`src/pkg/can_irq_map.svh`:
```
// Purpose: register offsets, field positions and reset values
// Assumes: included by the package and by the design modules
// Notes:   offsets are byte addresses on a 32-bit APB
`ifndef CAN_IRQ_MAP_SVH
`define CAN_IRQ_MAP_SVH

// register byte offsets
`define OFS_PIN_CTRL   12'h000
`define OFS_FLAGS      12'h004
`define OFS_ENABLES    12'h008
`define OFS_PRIOS      12'h00c

// pin control fields
`define BIT_DRIVE_HIGH 5
`define BIT_CAPTURE    4
`define PIN_CTRL_MASK  8'h30

// flag / enable / priority positions
`define BIT_INVALID    7
`define BIT_WAKE       6
`define BIT_ERROR      5
`define BIT_TX_TWO     4
`define BIT_TX_ONE     3
`define BIT_TX_ZERO    2
`define BIT_RX_ONE     1
`define BIT_RX_ZERO    0

// reset values
`define RST_PIN_CTRL   8'h00
`define RST_FLAGS      8'h00
`define RST_ENABLES    8'h00
`define RST_PRIOS      8'hff

// implemented bits per mode
`define MASK_MODE0     8'hff
`define MASK_MODE1     8'hf2
`define MASK_MODE2     8'hf3
`define LEVEL_BITS     8'h12

`endif

```
`src/pkg/can_irq_pkg.sv`:
```
// Purpose: types and helpers of the can interrupt and pin block
// Assumes: map header holds every number
// Notes:   mode code 3 is treated like the fifo mode
package can_irq_pkg;
`include "can_irq_map.svh"

  typedef enum logic [1:0] {MODE_LEGACY, MODE_ENHANCED, MODE_FIFO} can_mode_t;

  typedef enum logic [2:0] {SEL_PIN, SEL_FLAGS, SEL_EN, SEL_PRIO, SEL_NONE} reg_sel_t;

  // mode code to mode
  function automatic can_mode_t decode_mode(input logic [1:0] code);
    can_mode_t m;
    m = MODE_FIFO;
    if (code == 2'h0)
      m = MODE_LEGACY;
    else if (code == 2'h1)
      m = MODE_ENHANCED;
    return m;
  endfunction : decode_mode

  // bits that exist in flag, enable and priority registers
  function automatic logic [7:0] mode_mask(input can_mode_t m);
    logic [7:0] k;
    k = `MASK_MODE2;
    if (m == MODE_LEGACY)
      k = `MASK_MODE0;
    else if (m == MODE_ENHANCED)
      k = `MASK_MODE1;
    return k;
  endfunction : mode_mask

  // apb address decode
  function automatic reg_sel_t reg_select(input logic [11:0] a);
    reg_sel_t s;
    s = SEL_NONE;
    if (a == `OFS_PIN_CTRL)
      s = SEL_PIN;
    else if (a == `OFS_FLAGS)
      s = SEL_FLAGS;
    else if (a == `OFS_ENABLES)
      s = SEL_EN;
    else if (a == `OFS_PRIOS)
      s = SEL_PRIO;
    return s;
  endfunction : reg_select

endpackage : can_irq_pkg

```
`src/can_pin_drive.sv`:
```
// Purpose: transmit pin driver and capture input select
// Assumes: tx_bit low is dominant
// Notes:   outputs registered, one cycle behind their inputs
`timescale 1ns/1ps
module can_pin_drive
  import can_irq_pkg::*;
(
  input  wire logic clk,          // system clock
  input  wire logic rst,          // async reset, high
  input  wire logic drive_high,   // drive supply when recessive
  input  wire logic capture_en,   // message signal to capture
  input  wire logic tx_bit,       // bit from the protocol engine
  input  wire logic rx_msg,       // message receive signal
  input  wire logic cap_pin,      // general capture pin input
  output logic      pin_out,      // transmit pin level
  output logic      pin_oe_n,     // low while pin is driven
  output logic      capture_in    // to the capture unit
);

  // transmit pin: dominant low, recessive high or released
  always_ff @(posedge clk or posedge rst)
  begin
    if (rst)
    begin
      pin_out  <= 1'b1;
      pin_oe_n <= 1'b1;
    end
    else
    begin
      pin_out  <= tx_bit;
      pin_oe_n <= tx_bit & ~drive_high;
    end
  end

  // capture source select
  always_ff @(posedge clk or posedge rst)
  begin
    if (rst)
      capture_in <= 1'b0;
    else
      capture_in <= capture_en ? rx_msg : cap_pin;
  end
endmodule : can_pin_drive

```
`src/irq_priority_split.sv`:
```
// Purpose: split active requests into high and low lines
// Assumes: req already gated by flags and enables
// Notes:   one cycle from request to line
`timescale 1ns/1ps
module irq_priority_split
  import can_irq_pkg::*;
(
  input  wire logic       clk,      // system clock
  input  wire logic       rst,      // async reset, high
  input  wire logic [7:0] req,      // per-source requests
  input  wire logic [7:0] prio,     // 1 high, 0 low
  output logic            irq_high, // high priority request
  output logic            irq_low   // low priority request
);

  // registered request lines
  always_ff @(posedge clk or posedge rst)
  begin
    if (rst)
    begin
      irq_high <= 1'b0;
      irq_low  <= 1'b0;
    end
    else
    begin
      irq_high <= |(req & prio);
      irq_low  <= |(req & ~prio);
    end
  end

endmodule : irq_priority_split

```
`src/can_irq_pin_ctrl.sv`:
```
// Purpose: can interrupt flags, enables, priorities and pin control
// Assumes: apb master per protocol, event inputs one-cycle pulses
// Notes:   mode comes from the controller as a two-bit code
//
// Contract
// - drive-high bit drives recessive transmit high
// - capture bit routes message signal to capture
// - invalid message sets flag bit 7
// - bus activity sets flag bit 6
// - any module error sets flag bit 5
// - mode 0: tx buffer 2 done sets bit 4
// - modes 1,2: bit 4 shows any tx ready
// - mode 0: tx buffers 1,0 set bits 3,2
// - modes 1,2: bits 3,2 held zero
// - mode 0: rx buffers 1,0 set bits 1,0
// - modes 1,2: bit 1 shows any rx full
// - mode 2 watermark sets bit 0; mode 1 zero
// - enables 7..5 gate events, reset zero
// - mode 0: separate enables bits 4..0, reset zero
// - modes 1,2: enable 4 gates all tx
// - modes 1,2: enable 1 gates all rx
// - mode 2 enable 0 gates watermark; mode 1 zero
// - priority bit per source, reset one
// - per-buffer tx enable needs master enable too
`timescale 1ns/1ps
`include "can_irq_map.svh"
module can_irq_pin_ctrl
  import can_irq_pkg::*;
(
  input  wire logic        SYS_CLK,         // system clock, 100 MHz
  input  wire logic        RST,             // async reset, high
  input  wire logic        PSEL,            // apb select
  input  wire logic        PENABLE,         // apb access phase
  input  wire logic        PWRITE,          // apb write
  input  wire logic [11:0] PADDR,           // apb byte address
  input  wire logic [31:0] PWDATA,          // apb write data
  output logic      [31:0] PRDATA,          // apb read data
  output logic             PREADY,          // apb ready
  output logic             PSLVERR,         // apb error, unmapped
  input  wire logic [1:0]  CAN_MODE,        // 0 legacy, 1 enhanced, 2 fifo
  input  wire logic        INVALID_MSG_EVT, // invalid message pulse
  input  wire logic        WAKE_EVT,        // bus activity pulse
  input  wire logic        ERROR_EVT,       // any module error pulse
  input  wire logic [2:0]  TX_DONE_EVT,     // tx buffer 2..0 done pulses
  input  wire logic [1:0]  RX_DONE_EVT,     // rx buffer 1..0 new message
  input  wire logic        FIFO_WM_EVT,     // fifo high watermark pulse
  input  wire logic [2:0]  TX_READY,        // tx buffers ready, level
  input  wire logic [2:0]  TX_BUF_IE,       // per tx buffer enables
  input  wire logic [7:0]  RX_FULL,         // rx buffers full, level
  input  wire logic [7:0]  RX_BUF_IE,       // per rx buffer enables
  input  wire logic        TX_BIT,          // protocol bit, low dominant
  input  wire logic        RX_MSG_SIGNAL,   // message receive signal
  input  wire logic        CAPTURE_PIN_IN,  // general capture pin
  output logic             TX_PIN_OUT,      // transmit pin level
  output logic             TX_PIN_OE_N,     // low while pin driven
  output logic             CAPTURE_IN,      // capture unit input
  output logic             IRQ_HIGH,        // high priority request
  output logic             IRQ_LOW          // low priority request
);

  logic [7:0]  pin_ctrl;
  logic [7:0]  flags;
  logic [7:0]  enables;
  logic [7:0]  prios;
  logic [7:0]  mask;
  logic [7:0]  store_mask;
  logic [7:0]  level_vec;
  logic [7:0]  set_vec;
  logic [7:0]  flag_view;
  logic [7:0]  req;
  logic [7:0]  next_flags;
  logic [7:0]  read_val;
  logic        setup;
  logic        done;
  logic        wr_pin;
  logic        wr_flags;
  logic        wr_en;
  logic        wr_prio;
  can_mode_t   mode;
  reg_sel_t    sel;

  // mode and implemented bits
  assign mode = decode_mode(CAN_MODE);
  assign mask = mode_mask(mode);

  // apb phases and write strobes
  assign sel      = reg_select(PADDR);
  assign setup    = PSEL & ~PENABLE;
  assign done     = PSEL & PENABLE & PREADY;
  assign wr_pin   = done & PWRITE & (sel == SEL_PIN);
  assign wr_flags = done & PWRITE & (sel == SEL_FLAGS);
  assign wr_en    = done & PWRITE & (sel == SEL_EN);
  assign wr_prio  = done & PWRITE & (sel == SEL_PRIO);

  // ready rises for the one access cycle after each setup
  always_ff @(posedge SYS_CLK or posedge RST)
  begin
    if (RST)
      PREADY <= 1'b0;
    else
      PREADY <= setup;
  end

  // read value, bits above the register read as zero
  always_comb
  begin
    read_val = 8'h00;
    unique case (sel)
      SEL_PIN:   read_val = pin_ctrl;
      SEL_FLAGS: read_val = flag_view;
      SEL_EN:    read_val = enables;
      SEL_PRIO:  read_val = prios;
      SEL_NONE:  read_val = 8'h00;
    endcase
  end

  // read data and error are sampled in the setup cycle
  always_ff @(posedge SYS_CLK or posedge RST)
  begin
    if (RST)
    begin
      PRDATA  <= 32'h0000_0000;
      PSLVERR <= 1'b0;
    end
    else if (setup)
    begin
      PRDATA  <= PWRITE ? 32'h0000_0000 : {24'h00_0000, read_val};
      PSLVERR <= (sel == SEL_NONE);
    end
  end

  // pin control, spare bits never stored
  always_ff @(posedge SYS_CLK or posedge RST)
  begin
    if (RST)
      pin_ctrl <= `RST_PIN_CTRL;
    else if (wr_pin)
      pin_ctrl <= PWDATA[7:0] & `PIN_CTRL_MASK;
  end

  // hardware set sources per mode
  always_comb
  begin
    set_vec = 8'h00;
    set_vec[`BIT_INVALID] = INVALID_MSG_EVT;
    set_vec[`BIT_WAKE]    = WAKE_EVT;
    set_vec[`BIT_ERROR]   = ERROR_EVT;
    unique case (mode)
      MODE_LEGACY:
      begin
        set_vec[`BIT_TX_TWO]  = TX_DONE_EVT[2];
        set_vec[`BIT_TX_ONE]  = TX_DONE_EVT[1];
        set_vec[`BIT_TX_ZERO] = TX_DONE_EVT[0];
        set_vec[`BIT_RX_ONE]  = RX_DONE_EVT[1];
        set_vec[`BIT_RX_ZERO] = RX_DONE_EVT[0];
      end
      MODE_ENHANCED:
        set_vec[`BIT_RX_ZERO] = 1'b0;
      MODE_FIFO:
        set_vec[`BIT_RX_ZERO] = FIFO_WM_EVT;
    endcase
  end

  // any-buffer bits follow buffer state outside legacy mode
  always_comb
  begin
    level_vec = 8'h00;
    if (mode != MODE_LEGACY)
    begin
      level_vec[`BIT_TX_TWO] = |TX_READY;
      level_vec[`BIT_RX_ONE] = |RX_FULL;
    end
  end

  // stored bits exclude level bits and unimplemented bits
  assign store_mask = (mode == MODE_LEGACY) ? mask : (mask & ~`LEVEL_BITS);

  // set wins over a software clear on the same edge
  assign next_flags = ((wr_flags ? PWDATA[7:0] : flags) | set_vec) & store_mask;

  // flag register
  always_ff @(posedge SYS_CLK or posedge RST)
  begin
    if (RST)
      flags <= `RST_FLAGS;
    else
      flags <= next_flags;
  end

  // read view, a stored bit left from another mode is hidden at once
  assign flag_view = (flags & store_mask) | level_vec;

  // enable register, masked per mode
  always_ff @(posedge SYS_CLK or posedge RST)
  begin
    if (RST)
      enables <= `RST_ENABLES;
    else
      enables <= (wr_en ? PWDATA[7:0] : enables) & mask;
  end

  // priority register, masked per mode
  always_ff @(posedge SYS_CLK or posedge RST)
  begin
    if (RST)
      prios <= `RST_PRIOS;
    else
      prios <= (wr_prio ? PWDATA[7:0] : prios) & mask;
  end

  // per-source requests, any-buffer bits gated per buffer
  always_comb
  begin
    req = flag_view & enables;
    if (mode != MODE_LEGACY)
    begin
      req[`BIT_TX_TWO] = req[`BIT_TX_TWO] & |(TX_READY & TX_BUF_IE);
      req[`BIT_RX_ONE] = req[`BIT_RX_ONE] & |(RX_FULL & RX_BUF_IE);
    end
  end

  // priority split onto the two request lines
  irq_priority_split u_split (
    .clk      (SYS_CLK),
    .rst      (RST),
    .req      (req),
    .prio     (prios),
    .irq_high (IRQ_HIGH),
    .irq_low  (IRQ_LOW)
  );

  // transmit pin and capture path
  can_pin_drive u_pin (
    .clk        (SYS_CLK),
    .rst        (RST),
    .drive_high (pin_ctrl[`BIT_DRIVE_HIGH]),
    .capture_en (pin_ctrl[`BIT_CAPTURE]),
    .tx_bit     (TX_BIT),
    .rx_msg     (RX_MSG_SIGNAL),
    .cap_pin    (CAPTURE_PIN_IN),
    .pin_out    (TX_PIN_OUT),
    .pin_oe_n   (TX_PIN_OE_N),
    .capture_in (CAPTURE_IN)
  );
endmodule : can_irq_pin_ctrl

```
`config.mk`:
```
export PLATFORM = sky130hd
export DESIGN_NAME = can_irq_pin_ctrl
export DESIGN_NICKNAME = d
export VERILOG_FILES = /design/src/pkg/can_irq_pkg.sv /design/src/can_pin_drive.sv /design/src/irq_priority_split.sv /design/src/can_irq_pin_ctrl.sv
export VERILOG_INCLUDE_DIRS = /design/src /design/src/pkg
export SDC_FILE = /design/constraint.sdc
export NUM_CORES = 1
export LEC_CHECK = 0
export BUFFER_PORTS_ARGS = -buffer_cell sky130_fd_sc_hd__buf_2
export CAP_MARGIN = 20
export CORE_AREA = 5 5 79 81
export DETAILED_ROUTE_END_ITERATION = 7
export DIE_AREA = 0 0 84 86
export GPL_TIMING_DRIVEN = 0
export HOLD_SLACK_MARGIN = 0.05
export MAX_ROUTING_LAYER = met4
export PLACE_DENSITY = 0.87
export SLEW_MARGIN = 10
export SYNTH_ARGS = -nofsm -noshare
export SYNTH_HDL_FRONTEND = slang
export SYNTH_SLANG_ARGS = --single-unit
```
`constraint.sdc`:
```
create_clock -name SYS_CLK -period 1.8 [get_ports SYS_CLK]
set_input_delay 0.27 -clock SYS_CLK [delete_from_list [all_inputs] [get_ports SYS_CLK]]
set_output_delay 0.27 -clock SYS_CLK [all_outputs]
set_load 0.03 [all_outputs]
```
==> metrics, run 1 <==
drt total wl 6.02 mm; Synth area leader dfrtp_1; Vias 2,082; initial antenna violation count 0; clock-pin slew on the worst setup and hold paths about 80 ps; synth warn 0; maximum fanout along the worst path 10; Pleak 0.00150 µW; Core ar. 5410 µm²; worst endpoint data arrival time 1740 ps; PortBufs 75; Root Driver clkbuf_8; maximum clock insertion buffer count 2; Pins Over Slew Limit 0; Final Non-Filler Cells 404; Max IR drop VDD 0.359 mV; Post-Syn Area per Cell 10.3 µm²; Pwr Density 671 nW/µm²; Fin. Hold Viols 0; GRT Overall Usage 17.6%; Die X-Extent 84 µm; vias in the first global route 2,040; commonest non-fill, non-tap cell in the layout buf_2; die height 86 µm; endpoints failing setup 0; Starting Density between 40% and 50%; sequential fraction of the synthesis area 44.5%; Placement Rows 27; IO Pins around 120; Worst setup EP type flop; total global routing overflow 0; startpoint types input pin; GP Congestion about 0.89; most used cells in the layout excluding fill and tap cells 76 x buf_2, 31 x dfrtp_1, 24 x buf_4, 24 x conb_1; share of the synthesized area in the top cell type ~33%; H-Tree Depth 2; Post-DP HPWL 4.80 mm; hold_buf cts 0; mapped cell area ~2300 µm²; Required @ worst endpoint 1980 ps; r2r setup slk about 260 ps; Antenna Cells 0; DR DRC count 0; worst skew pair latency 300 ps; worst slew pin tran between 800 and 900 ps; fin nets 416; post-route ant nets 0; final cycle utilization of the critical path 86.3%; post_cts resized 0; largest net degree at the start of global routing between 40 and 50; DRT Pass-1 Iters 4; top post-synthesis cells by area dfrtp_1 33%, dfstp_2 11%, buf_4 7.7%, mux2_2 4.8%, mux2i_1 3.9%; Post-synth EDFFs 0; share of cells above drive strength 1 about two fifths; clock skew 5.66 ps; status finished clean; routed vias/inst 5.15; clock tree from TritonCTS built; Sink Count a little over 40; slew margin rel. 43.8%; register bit total from synthesis 41; dominant register cell in the synthesized netlist dfrtp_1; Min-Delay Path Class in -> reg; RSZ-0062 raised after global routing no; hold_ws 71.1 ps; Async SR Flop Fraction 100%; max-cap violation count 0; Max Clk Rate 644 MHz; Die Area 7220 µm²; Inst Count DP 396; Area growth, synth to finish 28.3%; global-route wire length before repair 9.96 mm; Post-CTS Setup Bufs 0; CTS buffer count 5; Final Critical Period 1550 ps; WS Path Type in -> reg; Syn Inst Count roughly 230; initial DRC count 158; unique cell type count in the Yosys netlist 47; routed length per instance 14.9 µm
-- sequential cells by signal, indices dropped and copies added (netlist names), 2 cells and up --
register / count
pin_ctrl: 2
flags: 8
PRDATA: 8
enables: 8
prios: 8
-- Yosys cell counts (2+ instances only) --
cell and count:
dfrtp_1 31, buf_4 24, nand2_1 17, nor2_1 17
a22oi_1 12, o21ai_0 12, dfstp_2 10, mux2_2 10
mux2i_1 9, nand3_1 8, nor3_1 8, inv_1 6
a211oi_1 4, nand4_1 4, nor2b_1 4, nor4_1 4
a211o_1 3, a32oi_1 3, clkbuf_1 3, nand2b_1 3
a221o_1 2, a41oi_1 2, buf_6 2, nand4_4 2
nor3b_1 2, nor4_4 2, o221ai_1 2
-- power by group --
group          switching, µW  total, µW  internal, µW
Sequential              8.60        946           937
Combinational            203        326           123
Clock                    324        735           412
Total                    536       2010          1470
-- cell families after synthesis --
logic type | after synthesis | share of synthesized area (%)
simple gates | 79 | 20.5
compound gates | 49 | 15.2
flops | 41 | 44.5
buf+inv | 36 | 10.3
mux | 20 | 9.33
other cells | 1 | 0.161
-- worst max-delay path, stage by stage --
cell and delay, ps:
buf_2 110, nor4_4 570, nand4_4 270, buf_6 220, a211o_1 280
-- metrics by stage --
stage | instance area (µm²) | utilization (%) | power [µW] | setup WS (ps) | TNS (ps)
floorplan | 2420 | - | 1170 | 231 | 0
global placement | 2890 | 53.4 | 1280 | -77.6 | -266
detailed placement | 2890 | 53.4 | 1290 | -72.1 | -304
CTS | 2990 | 55.4 | 2020 | 248 | 0
global route | 2990 | 55.4 | 2090 | 120 | 0
finish | 2990 | 55.4 | 2010 | 247 | 0
-- layout make-up --
class / count / area (µm²)
clock buffers: 6 / 72.6
flip-flops and latches: 41 / 1040
fillers: 515 / 2410
inverters: 6 / 22.5
well taps: 72 / 90.1
clock inverters: 2 / 35.0
repair buffers: 75 / 375
plain buffers: 30 / 219
multi-input cells: 172 / 1140
-- routing by layer --
metal / GRT usage, % / part of all wire (%)
met1: 20.9 / 42
met2: 29.1 / 48
met3: 5.19 / 8.3
met4: 5.12 / 1.5
met5: - / 0
-- path summary, 6_finish.rpt --
| path | startpoint | end | depth (start not counted) |
|---|---|---|---|
| max in group asynchronous | RST | flags[0] | 2 |
| min reg2reg | pin_ctrl[5] | u_pin.pin_oe_n | 1 |
| max | PADDR[7] | flags[7] | 5 |
| min in group asynchronous | RST | u_pin.capture_in | 2 |
| max reg2reg | PREADY | flags[7] | 4 |
| min | TX_BIT | u_pin.pin_out | 1 |
Power figures use the tool's default switching activity.
==> run 2, diff against run 1 <==
Settings changed: CTS_BUF_LIST set to sky130_fd_sc_hd__clkbuf_4 sky130_fd_sc_hd__clkbuf_8 sky130_fd_sc_hd__clkbuf_16.
==> run 2 against run 1 <==
Critical path depth is the same. Cell area grew 0.13%. Clock power grew 2%. Routed wire length is essentially flat. Die area is the same. Via count grew 0.53%. Clock-buffer cell count is the same. Core utilization grew 0.069 points. Sequential power is essentially flat. Critical endpoint unchanged. Largest cell class unchanged. Highest routed layer unchanged.
==> metrics, run 2 (synthesized netlist as in run 1, its figures left out) <==
clock tree from TritonCTS built; Pins Over Slew Limit 0 (unchanged); GRT Overall Usage 17.6% (unchanged); worst skew pair latency 300 ps (about the same); initial DRC count 154 (-2.5%); Fin. Hold Viols 0 (unchanged); Top Layer Used met4; endpoints failing setup 0 (unchanged); clock skew 4.26 ps (-1.40 ps); global-route wire length before repair 9.96 mm (unchanged); Sum Neg Setup Slack 0 ps (unchanged); maximum fanout along the worst path 10 (unchanged); DRT Pass-1 Iters 5 (+1); PortBufs 75 (unchanged); Max IR drop VDD 0.357 mV (-0.59%); hold_buf cts 0 (unchanged); Core ar. 5410 µm² (unchanged); maximum clock insertion buffer count 2 (unchanged); RSZ-0062 raised after global routing no; die height 86 µm (unchanged); most used cells in the layout excluding fill and tap cells 76 x buf_2, 31 x dfrtp_1, 24 x buf_4, 24 x conb_1; Root Driver clkbuf_8; status finished clean; share of cells above drive strength 1 41.9% (+0.30 points); Area growth, synth to finish 28.4%; Sink Count 41 (unchanged); initial antenna violation count 0 (unchanged); part of the power in registers 46.8% (-0.3 points); startpoint types input pin; met1 wire length 2.53 mm (-0.39%); WL met2 2.90 mm (+0.55%); worst endpoint data arrival time 1730 ps (about the same); post-route ant nets 0 (unchanged); DR DRC count 0 (unchanged); Inst Count DP 396 (unchanged); drt total wl 6.03 mm (about the same); switch share 26.4% (-0.25 points); worst slew pin tran 841 ps (-1.36 ps); fin util 55.4% (+0.069 points); max-cap violation count 0 (unchanged); Post-Layout Inst Area 3000 µm² (+0.13%); Die X-Extent 84 µm (unchanged); Antenna Cells 0 (unchanged); post_cts resized 0 (unchanged); final cycle utilization of the critical path 85.6% (-0.66 points); Worst setup EP type flop; WS Path Type in -> reg; Vias 2,093 (+0.53%); slew margin rel. 43.8% (+0.091 points); clock-pin slew on the worst setup and hold paths 80 ps (about the same); Comb pwr share 16.1% (-0.2 points); Layout fillers 515 (unchanged); Die Area 7220 µm² (unchanged); Post-DP HPWL 4.80 mm (unchanged); Pwr Density 674 nW/µm² (+0.55%); Pleak 0.00151 µW (+0.23%); routed length per instance 14.9 µm (about the same); Required @ worst endpoint 1980 ps (about the same); Final Critical Period 1540 ps (-11.9 ps); commonest non-fill, non-tap cell in the layout buf_2; DR WL met3 502 µm (+0.60%); hold_ws 72.8 ps (+1.67 ps); H-Tree Depth 2 (unchanged); Internal 1490 µW (+1.0%); Placement Rows 27 (unchanged); GP Congestion 0.885 (unchanged); Min-Delay Path Class in -> reg; r2r setup slk 270 ps (about the same); fin nets 416 (unchanged); Starting Density 43.2% (unchanged); total global routing overflow 0 (unchanged); largest net degree at the start of global routing 42 (unchanged); Final Non-Filler Cells 404 (unchanged); Max Clk Rate 649 MHz (+0.77%); vias in the first global route 2,040 (unchanged); Switch Pwr 534 µW (-0.26%); Post-CTS Setup Bufs 0 (unchanged); DP Area 2890 µm² (unchanged); IO Pins 124 (unchanged); Clock power frac 37.1% (+0.5 points); routed vias/inst 5.18 (+0.53%); CTS buffer count 5 (unchanged)
==> run 2: cell type report <==
class	instances	area, µm²	area share [%]
clock buffer	6	76.3	2.55
clock inverter	2	35.0	1.17
tap	72	90.1	3.01
multi-input combinational	172	1140	38.0
inverter	6	22.5	0.752
buffer	30	219	7.31
timing repair buffer	75	375	12.5
sequential	41	1040	34.7
==> run 2: path summary, 6_finish.rpt <==
kind                             start                to  depth (start not counted)
max in group asynchronous          RST           PSLVERR                          2
setup reg to reg                PREADY          flags[7]                          4
min in group asynchronous          RST  u_pin.capture_in                          2
hold / removal                  TX_BIT     u_pin.pin_out                          1
setup / recovery              PADDR[7]          flags[7]                          5
hold reg to reg            pin_ctrl[5]    u_pin.pin_oe_n                          1
==> run 2: through the flow <==
step	worst slack, ps	total power, µW
6_report	259	2020
2_1_floorplan	231	1170
4_1_cts	248	2030
3_3_place_gp	-77.6	1280
3_5_place_dp	-72.1	1290
5_1_grt	120	2100
==> run 2: critical path, stage by stage <==
cell and delay, ps:
buf_2 110, nor4_4 570, nand4_4 270, buf_6 220, a211o_1 280
==> run 2: metal layers <==
layer / track usage [%] / vias to the layer above
met3: 5.19 / 7
li1: - / 1006
met2: 29.1 / 91
met4: 5.12 / 0
met5: - / -
met1: 20.9 / 989
==> run 2: power by group through the flow <==
stage	sequential, µW	clock, µW	combinational (µW)
6_report	946	750	326
3_5_place_dp	963	0	324
3_3_place_gp	962	0	316
4_1_cts	946	760	324
2_1_floorplan	976	0	190
5_1_grt	948	801	356
